--- config.mk ---
export PLATFORM = sky130hd
export DESIGN_NAME = feeder_param_access
export DESIGN_NICKNAME = d
export VERILOG_FILES = /design/src/pkg/feeder_param_pkg.sv /design/src/core/feeder_param_access.sv
export SDC_FILE = /design/constraint.sdc
export NUM_CORES = 2
export LEC_CHECK = 0
export BUFFER_PORTS_ARGS = -buffer_cell sky130_fd_sc_hd__buf_2
export CORE_ASPECT_RATIO = 0.9
export CORE_MARGIN = 2
export CORE_UTILIZATION = 63
export CTS_CLUSTER_DIAMETER = 100
export DETAILED_ROUTE_END_ITERATION = 10
export HOLD_SLACK_MARGIN = 0.02
export PLACE_DENSITY = 0.83
export SLEW_MARGIN = 40
export SYNTH_ARGS = -nofsm -noshare
export SYNTH_HDL_FRONTEND = slang
export SYNTH_SLANG_ARGS = --single-unit
--- constraint.sdc ---
create_clock -name clk_sys -period 4.7 [get_ports clk_sys]
set_clock_uncertainty 0.2 [all_clocks]
set_input_delay 0.235 -clock clk_sys [delete_from_list [all_inputs] [get_ports clk_sys]]
set_output_delay 0.235 -clock clk_sys [all_outputs]
set_load 0.01 [all_outputs]
--- src/pkg/feeder_param_pkg.sv ---
`default_nettype none
package feeder_param_pkg;

  // ---------------------------------------------------------------
  // host command set
  // ---------------------------------------------------------------
  typedef enum logic [2:0] {
    CMD_PARAM_RD,
    CMD_PARAM_WR,
    CMD_EV_READ,
    CMD_EV_REREAD,
    CMD_STAT_RD,
    CMD_STAT_WR,
    CMD_TIME_RD,
    CMD_TIME_WR
  } cmd_t;

  // power-up and nonvolatile store sequencing
  typedef enum logic {PWR_WAIT, PWR_RUN} pwr_t;
  typedef enum logic {NV_IDLE, NV_BUSY} nv_t;

  // ---------------------------------------------------------------
  // parameter indices and field limits
  // ---------------------------------------------------------------
  localparam int N_AR_CYCLES = 5;
  localparam int N_SLOTS = 4;           // slot 0 total, 1..3 initiators
  localparam logic [7:0] IDX_CNT_BASE = 8'h14;  // first cycle total
  localparam logic [7:0] IDX_NV_STORE = 8'h97;
  localparam logic [7:0] IDX_INHIBIT = 8'h98;
  localparam logic [9:0] CNT_MAX = 10'h3e7;     // 999
  localparam logic [9:0] CNT_RST = 10'h000;
  localparam logic [15:0] TIME_MAX = 16'hea5f;  // 59.999 s in ms
  localparam logic [15:0] TIME_RST = 16'h0000;
  localparam logic INHIBIT_RST = 1'b1;          // reload inhibited
  localparam logic [15:0] NV_STORE_GO = 16'h0001;
  localparam logic [15:0] STAT_CLEAR = 16'h0000;

  // ---------------------------------------------------------------
  // timing
  // ---------------------------------------------------------------
  localparam int CLK_HZ = 25000000;
  localparam int NV_STORE_S = 5;
  localparam int NV_STORE_CYCLES = NV_STORE_S * CLK_HZ;
  localparam int TIME_RES_MS = 1;
  localparam int MS_CYCLES = (CLK_HZ / 1000) * TIME_RES_MS;

endpackage
`default_nettype wire
--- src/core/feeder_param_access.sv ---
`timescale 1ns/1ps
`default_nettype none
// Notes on behaviour
// - five cycles: read-only total and three writable initiator counts, 0..999
// - writing 1 to nv_store_command copies parameters to nonvolatile, about 5 s
// - default_reload_inhibit readable/writable: 0 allows reload on nonvolatile failure, 1 blocks it
// - event read returns time stamp, channel number and event code
// - each event register content is delivered only once by event read
// - event re-read returns the last delivered content, repeatable
// - status code: 0 normal, 1 auto reset, 2 overflow, 3 both
// - writing 0 to status clears reset and overflow indications
// - seconds time readable and writable, 0.000..59.999 s in ms
// - event, re-read, status and time codes only for event transfer
// - step and up held until display lights: load factory defaults
// - after reset default_reload_inhibit is 1
module feeder_param_access
  import feeder_param_pkg::*;
#(
  parameter int EV_DEPTH = 8,
  parameter int NV_CYCLES = NV_STORE_CYCLES,
  parameter int TICK_CYCLES = MS_CYCLES
) (
  input wire logic clk_sys,
  input wire logic reset,
  input wire logic cmd_valid,
  input wire cmd_t cmd_op,
  input wire logic [7:0] cmd_index,
  input wire logic [15:0] cmd_wdata,
  input wire logic [N_AR_CYCLES-1:0] ar_cycle_done,
  input wire logic [1:0] ar_initiator,
  input wire logic ev_valid,
  input wire logic [4:0] ev_channel,
  input wire logic [5:0] ev_code,
  input wire logic auto_reset_seen,
  input wire logic btn_step,
  input wire logic btn_up,
  input wire logic display_on,
  input wire logic nv_fail,
  output logic rsp_valid,
  output logic rsp_error,
  output logic rsp_empty,
  output logic [15:0] rsp_data,
  output logic [15:0] rsp_time,
  output logic [4:0] rsp_channel,
  output logic [5:0] rsp_code,
  output logic nv_busy,
  output logic default_reload_inhibit,
  output logic defaults_loaded
);

  // ---------------------------------------------------------------
  // sizing and elaboration checks
  // ---------------------------------------------------------------
  localparam int N_CNT = N_AR_CYCLES * N_SLOTS;
  localparam int PW = $clog2(EV_DEPTH);
  localparam int CW = $clog2(EV_DEPTH + 1);
  localparam int NVW = $clog2(NV_CYCLES + 1);
  localparam int TW = $clog2(TICK_CYCLES + 1);
  localparam int EW = 27;                    // time, channel, code

  generate
    if (EV_DEPTH < 2 || (EV_DEPTH & (EV_DEPTH - 1)) != 0) begin : g_bad_depth
      $error("EV_DEPTH must be a power of two, at least 2");
    end
    if (NV_CYCLES < 1 || TICK_CYCLES < 1) begin : g_bad_time
      $error("NV_CYCLES and TICK_CYCLES must be at least 1");
    end
  endgenerate

  // maps a parameter index onto a counter slot, bit 5 flags a hit
  function automatic logic [5:0] cnt_slot(input logic [7:0] idx);
    logic [7:0] off;
    off = idx - IDX_CNT_BASE;
    if (idx >= IDX_CNT_BASE && off < 8'(N_CNT))
      cnt_slot = {1'b1, off[4:0]};
    else
      cnt_slot = 6'h00;
  endfunction

  // counters wrap past the top of their range
  function automatic logic [9:0] cnt_inc(input logic [9:0] v);
    cnt_inc = (v == CNT_MAX) ? CNT_RST : v + 10'h001;
  endfunction

  // ---------------------------------------------------------------
  // state
  // ---------------------------------------------------------------
  logic [9:0] cnt_q [N_CNT];
  logic [9:0] cnt_d [N_CNT];
  logic [9:0] nv_cnt_q [N_CNT];
  logic [9:0] nv_cnt_d [N_CNT];
  logic [EW-1:0] ev_mem_q [EV_DEPTH];
  logic [EW-1:0] ev_mem_d [EV_DEPTH];
  logic [PW-1:0] ev_wr_q, ev_wr_d, ev_rd_q, ev_rd_d;
  logic [CW-1:0] ev_cnt_q, ev_cnt_d;
  logic [EW-1:0] last_q, last_d;
  logic last_ok_q, last_ok_d;
  logic ovf_q, ovf_d, arst_q, arst_d;
  logic inhibit_q, inhibit_d, nv_inhibit_q, nv_inhibit_d;
  logic [15:0] time_q, time_d;
  logic [TW-1:0] tick_q, tick_d;
  logic [NVW-1:0] nv_cnt_left_q, nv_cnt_left_d;
  nv_t nv_q, nv_d;
  pwr_t pwr_q, pwr_d;
  logic rv_q, rv_d, re_q, re_d, rm_q, rm_d, dl_q, dl_d;
  logic [15:0] rd_q, rd_d, rt_q, rt_d;
  logic [4:0] rc_q, rc_d;
  logic [5:0] rk_q, rk_d;

  logic [5:0] slot;
  logic tick, load_def, stat_clr, ev_pop, ev_push;

  // ---------------------------------------------------------------
  // next-state logic for everything but the status flags
  // ---------------------------------------------------------------
  always_comb begin
    cnt_d = cnt_q;
    nv_cnt_d = nv_cnt_q;
    ev_mem_d = ev_mem_q;
    ev_wr_d = ev_wr_q;
    ev_rd_d = ev_rd_q;
    ev_cnt_d = ev_cnt_q;
    last_d = last_q;
    last_ok_d = last_ok_q;
    inhibit_d = inhibit_q;
    nv_inhibit_d = nv_inhibit_q;
    nv_d = nv_q;
    nv_cnt_left_d = nv_cnt_left_q;
    pwr_d = pwr_q;
    rv_d = cmd_valid;
    re_d = 1'b0;
    rm_d = 1'b0;
    rd_d = 16'h0000;
    rt_d = rt_q;
    rc_d = rc_q;
    rk_d = rk_q;
    dl_d = 1'b0;
    stat_clr = 1'b0;
    ev_pop = 1'b0;
    slot = cnt_slot(cmd_index);
    load_def = 1'b0;

    // millisecond time base, host set overrides the tick
    tick = (tick_q == TW'(TICK_CYCLES - 1));
    tick_d = tick ? '0 : tick_q + TW'(1);
    time_d = time_q;
    if (tick)
      time_d = (time_q == TIME_MAX) ? TIME_RST : time_q + 16'h0001;

    // auto-reclose cycle completions feed total and initiator counts
    for (int c = 0; c < N_AR_CYCLES; c++) begin
      if (ar_cycle_done[c]) begin
        cnt_d[c*N_SLOTS] = cnt_inc(cnt_q[c*N_SLOTS]);
        if (ar_initiator != 2'b11)
          cnt_d[c*N_SLOTS + int'(ar_initiator) + 1] =
            cnt_inc(cnt_q[c*N_SLOTS + int'(ar_initiator) + 1]);
      end
    end

    // nonvolatile store runs for its full duration once started
    if (nv_q == NV_BUSY) begin
      if (nv_cnt_left_q == NVW'(1)) begin
        nv_d = NV_IDLE;
        nv_cnt_d = cnt_q;
        nv_inhibit_d = inhibit_q;
      end
      nv_cnt_left_d = nv_cnt_left_q - NVW'(1);
    end

    // host commands; the event codes touch only event-side state
    if (cmd_valid) begin
      case (cmd_op)
        CMD_PARAM_RD: begin
          if (slot[5])
            rd_d = {6'h00, cnt_q[slot[4:0]]};
          else if (cmd_index == IDX_INHIBIT)
            rd_d = {15'h0000, inhibit_q};
          else
            re_d = 1'b1; // write-only or unmapped
        end
        CMD_PARAM_WR: begin
          if (slot[5] && slot[1:0] != 2'b00 && cmd_wdata <= 16'(CNT_MAX))
            cnt_d[slot[4:0]] = cmd_wdata[9:0];
          else if (cmd_index == IDX_INHIBIT && cmd_wdata[15:1] == 15'h0000)
            inhibit_d = cmd_wdata[0];
          else if (cmd_index == IDX_NV_STORE && cmd_wdata == NV_STORE_GO &&
                   nv_q == NV_IDLE) begin
            nv_d = NV_BUSY;
            nv_cnt_left_d = NVW'(NV_CYCLES);
          end else
            re_d = 1'b1; // totals are read-only, busy store refused
        end
        CMD_EV_READ: begin
          if (ev_cnt_q != '0) begin
            ev_pop = 1'b1;
            last_d = ev_mem_q[ev_rd_q];
            last_ok_d = 1'b1;
            {rt_d, rc_d, rk_d} = ev_mem_q[ev_rd_q];
            ev_rd_d = ev_rd_q + PW'(1);
          end else
            rm_d = 1'b1;
        end
        CMD_EV_REREAD: begin
          if (last_ok_q)
            {rt_d, rc_d, rk_d} = last_q;
          else
            rm_d = 1'b1;
        end
        CMD_STAT_RD: rd_d = {14'h0000, ovf_q, arst_q};
        CMD_STAT_WR: begin
          if (cmd_wdata == STAT_CLEAR)
            stat_clr = 1'b1;
          else
            re_d = 1'b1;
        end
        CMD_TIME_RD: rd_d = time_q;
        CMD_TIME_WR: begin
          if (cmd_wdata <= TIME_MAX) begin
            time_d = cmd_wdata;
            tick_d = '0;
          end else
            re_d = 1'b1;
        end
        default: re_d = 1'b1;
      endcase
    end

    // event capture, a full register drops the newcomer unless an event read frees a place in the same cycle
    ev_push = ev_valid && (ev_cnt_q != CW'(EV_DEPTH) || ev_pop);
    if (ev_push) begin
      ev_mem_d[ev_wr_q] = {time_q, ev_channel, ev_code};
      ev_wr_d = ev_wr_q + PW'(1);
    end
    ev_cnt_d = ev_cnt_q + CW'(ev_push) - CW'(ev_pop);

    // power-up button chord, or a nonvolatile failure when allowed
    if (pwr_q == PWR_WAIT && display_on) begin
      pwr_d = PWR_RUN;
      load_def = btn_step && btn_up;
    end
    if (nv_fail && !inhibit_q)
      load_def = 1'b1;
    if (load_def) begin
      for (int i = 0; i < N_CNT; i++)
        cnt_d[i] = CNT_RST;
      inhibit_d = INHIBIT_RST;
      dl_d = 1'b1;
    end
  end

  // sticky status flags; a new overflow or auto reset beats a clear in the same cycle
  assign ovf_d = (ev_valid && !ev_push) || (ovf_q && !stat_clr);
  assign arst_d = auto_reset_seen || (arst_q && !stat_clr);

  // ---------------------------------------------------------------
  // registers
  // ---------------------------------------------------------------
  always_ff @(posedge clk_sys) begin
    if (reset) begin
      for (int i = 0; i < N_CNT; i++) begin
        cnt_q[i] <= CNT_RST;
        nv_cnt_q[i] <= CNT_RST;
      end
      for (int i = 0; i < EV_DEPTH; i++)
        ev_mem_q[i] <= '0;
      ev_wr_q <= '0;
      ev_rd_q <= '0;
      ev_cnt_q <= '0;
      last_q <= '0;
      last_ok_q <= 1'b0;
      ovf_q <= 1'b0;
      arst_q <= 1'b0;
      inhibit_q <= INHIBIT_RST;
      nv_inhibit_q <= INHIBIT_RST;
      time_q <= TIME_RST;
      tick_q <= '0;
      nv_cnt_left_q <= '0;
      nv_q <= NV_IDLE;
      pwr_q <= PWR_WAIT;
      rv_q <= 1'b0;
      re_q <= 1'b0;
      rm_q <= 1'b0;
      rd_q <= 16'h0000;
      rt_q <= 16'h0000;
      rc_q <= 5'h00;
      rk_q <= 6'h00;
      dl_q <= 1'b0;
    end else begin
      cnt_q <= cnt_d;
      nv_cnt_q <= nv_cnt_d;
      ev_mem_q <= ev_mem_d;
      ev_wr_q <= ev_wr_d;
      ev_rd_q <= ev_rd_d;
      ev_cnt_q <= ev_cnt_d;
      last_q <= last_d;
      last_ok_q <= last_ok_d;
      ovf_q <= ovf_d;
      arst_q <= arst_d;
      inhibit_q <= inhibit_d;
      nv_inhibit_q <= nv_inhibit_d;
      time_q <= time_d;
      tick_q <= tick_d;
      nv_cnt_left_q <= nv_cnt_left_d;
      nv_q <= nv_d;
      pwr_q <= pwr_d;
      rv_q <= rv_d;
      re_q <= re_d;
      rm_q <= rm_d;
      rd_q <= rd_d;
      rt_q <= rt_d;
      rc_q <= rc_d;
      rk_q <= rk_d;
      dl_q <= dl_d;
    end
  end

  // outputs straight from flops
  assign rsp_valid = rv_q;
  assign rsp_error = re_q;
  assign rsp_empty = rm_q;
  assign rsp_data = rd_q;
  assign rsp_time = rt_q;
  assign rsp_channel = rc_q;
  assign rsp_code = rk_q;
  assign nv_busy = (nv_q == NV_BUSY);
  assign default_reload_inhibit = inhibit_q;
  assign defaults_loaded = dl_q;
endmodule
`default_nettype wire

==> reports/qor.txt <==
CTS Buffer Depth - 3
Slew @ Worst Pin - 0.886 ns
Initial Utilization - 63.7%
Post-CTS Setup Bufs - 0
Die Width - 239 um
wire per inst - 25.9 um
Data required, critical path - 5.03 ns
PwrDens - 329 nW/um^2
Critical Path Max Stage Delay - 0.66 ns
GRT Total Usage - 44.9%
Slowest cell on crit path - ha_4
Post-Layout Cell Count - 4,570
Slew HR - 39.3%
# resized after CTS - 0
Detailed Route Iter0 Violations - 5,091
CP Launch Type - input port
CP dominant cell by count - inv_1
Setup TNS - 0 ns
Worst Hold Class - in2reg
Primary FF master, synth - dfxtp_1
root buffer cell - clkbuf_16
status - finished, final reports clean
critical path fanouts, max - 36
sequential cell area fraction in the yosys report - 36.1%
total number of vias - 31,617
Hold Vio Cnt, Final - 0
Yosys top cell by area - dfxtp_1
htree depth - 2
top cell type's share of synthesized area - 36.1%
critical path class - in2reg
Reg clk slew, reported paths - 0.06 ns
EDFF count, synth - 0
Vias/cell - 6.92
vias in the first global route - 28,665
Synth Net Count - 3,968
final worst-path cycle share - 79.6%
final slew viol count - 0
WL final - 118,000 um
Cell Chain, Critical Path - buf_2 -> inv_1 -> ha_4 -> mux4_2 -> mux2i_1 -> buf_4 -> inv_1 -> ha_1 -> nand4_1 -> nor3_1 -> o211ai_2 -> nand3_1 -> nor2_1 -> a211oi_1 -> o32ai_1
Cell Area, Synth - 31,200 um^2
Yosys warnings - 0
Clock Sinks - 564
top post-synthesis cells by area - dfxtp_1 (36%), nand2_1 (8.5%), mux4_2 (8.4%)
core area - 49,000 um^2
largest net degree at the start of global routing - 129
share of cells above drive strength 1 - 13.5%
IO Count - 103
RePlAce Congestion - 1.05
Placed Cells incl. Taps - 4,413
number of antenna violations at the first check in global routing - 5
nature of the critical path endpoint - register
fin crit period - 3.74 ns
distinct cell type count after synthesis - 96
GR Overflow Total - 0
Die Ht - 215 um
Critical Path AT - 4.08 ns
Residual DRC - 0
Max Cap Viol - 0
ANT nets after route - 0
first-pass GRT wire length - 177,000 um
Avg Cell Area, Syn - 8.05 um^2
Yosys reg bits - 564
FFs w/ async S/R, synth - 0%
die area - 51,400 um^2
CTS tree - built
RSZ-0062 raised after global routing - false
Static Leak - 0.0121 uW
First-pass DRT Iterations - 6
PortBufs - 102
Setup-failing EPs final - 0
Post-CTS Hold Buffers - 48
total CTS buffers - 57
Final nets - 3,976
area delta synth->final - 11.2%
Detailed Place HPWL - 80,200 um
cell count after synthesis - 3,881
worst-skew pair later-pin latency - 0.64 ns
Peak VDD IR - 0.364 mV
# rows - 77
fmax - 267 MHz
final timing paths:
| kind | cells past startpoint | slack [ns] | start | end |
|---|---|---|---|---|
| min | 4 | 0.08 | cmd_wdata[5] | cnt_q[85] |
| max reg2reg | 13 | 1.04 | cnt_q[150] | cnt_q[135] |
| max | 15 | 0.96 | ar_initiator[1] | cnt_q[135] |
| min reg2reg | 2 | 0.25 | ev_mem_q[16] | ev_mem_q[16] |
cells in the mapped netlist (62+ instances only):
| library cell | count |
|---|---|
| o21ai_0 | 189 |
| mux2i_1 | 92 |
| a211oi_1 | 70 |
| clkbuf_1 | 246 |
| a21oi_1 | 426 |
| o22ai_1 | 92 |
| inv_1 | 62 |
| nand3_1 | 90 |
| dfxtp_1 | 564 |
| mux4_2 | 116 |
| nand2_1 | 709 |
| nor2_1 | 394 |
cell type report:
| type | instances | area [um^2] |
|---|---|---|
| Antenna cell | 4 | 10.0 |
| Clock buffer | 79 | 1640 |
| Clock inverter | 25 | 332 |
| Fill cell | 3762 | 14300 |
| Inverter | 65 | 244 |
| Multi-Input combinational cell | 2934 | 18500 |
| Sequential cell | 564 | 11300 |
| Tap cell | 632 | 791 |
| Timing Repair Buffer | 267 | 1960 |
power breakdown:
| part | switching (uW) | internal, uW |
|---|---|---|
| Sequential | 144 | 4900 |
| Clock | 2050 | 2780 |
| Combinational | 1050 | 518 |
| Total | 3240 | 8190 |
flip-flops by register name, indices dropped and copies added, names as in the netlist, 3 cells and up:
signal         flops
cnt_q            200
ev_cnt_q           4
ev_mem_q         216
ev_rd_q            3
ev_wr_q            3
last_q            27
nv_cnt_left_q     27
rsp_channel        5
rsp_code           6
rsp_data          16
rsp_time          16
tick_q            15
time_q            16
stage by stage:
step           area, um^2  total power (uW)  util (%)  hold WS [ns]  setup WS [ns]
2_1_floorplan       31200              6050         -         0.151          0.707
3_3_place_gp        32100              6560      65.5         0.238          0.604
3_5_place_dp        32200              6580      65.7         0.244          0.498
4_1_cts             34600             11300      70.7        0.0461           1.14
5_1_grt             34700             11700      70.8        0.0834          0.838
6_report            34700             11400      70.8        0.0776          0.957
worst max-delay path: cells and delay by family:
family	cells	cell delay (ns)
buffers and inverters	4	0.45
and+or+nand+nor	4	1.03
AOI/OAI and AO/OA	3	0.82
adders and majority gates	2	0.92
muxes	2	0.61
cells by family (layout without fill, tap and decap cells):
| group | Yosys count | in the layout | share of synthesized area (%) |
|---|---|---|---|
| XOR/XNOR | 92 | 92 | 2.58 |
| AND/OR/NAND/NOR | 1505 | 1505 | 21.3 |
| AO/OA/AOI/OAI | 1060 | 1060 | 20.8 |
| adder cells (fa/ha/maj) | 33 | 33 | 1.35 |
| other | 0 | 4 | 0 |
| flip-flops | 564 | 564 | 36.1 |
| multiplexers | 244 | 244 | 12.6 |
| buffers and inverters | 383 | 436 | 5.22 |
layout by cell type, fill, tap and decap left out, types with 14 or more instances in the layout:
cell / count
o21ai_0: 188
mux2i_1: 89
mux2_2: 36
dfxtp_1: 561
nor3_1: 58
clkbuf_16: 57
inv_1: 62
a221oi_1: 31
a22oi_1: 36
nand4_1: 38
ha_1: 30
nor4_1: 19
buf_2: 100
a31oi_1: 16
o221ai_1: 18
mux4_2: 116
nand2b_1: 18
a211oi_1: 70
buf_4: 111
nor2b_1: 14
and3_1: 37
o22ai_1: 92
nor2_1: 389
or2_2: 15
dlygate4sd3_1: 48
nand3_1: 89
xnor2_1: 49
a21oi_1: 426
o211ai_1: 53
xor2_1: 41
nand2_1: 708
and2_1: 23
per-layer routing:
metal | GRT usage, % | part of all wire (%)
met1 | 63.9 | 39
met2 | 61.4 | 40
met3 | 16.4 | 16
met4 | 17.4 | 4.3
met5 | 0 | 0.012
No activity file was read; power rests on OpenSTA's default activity.
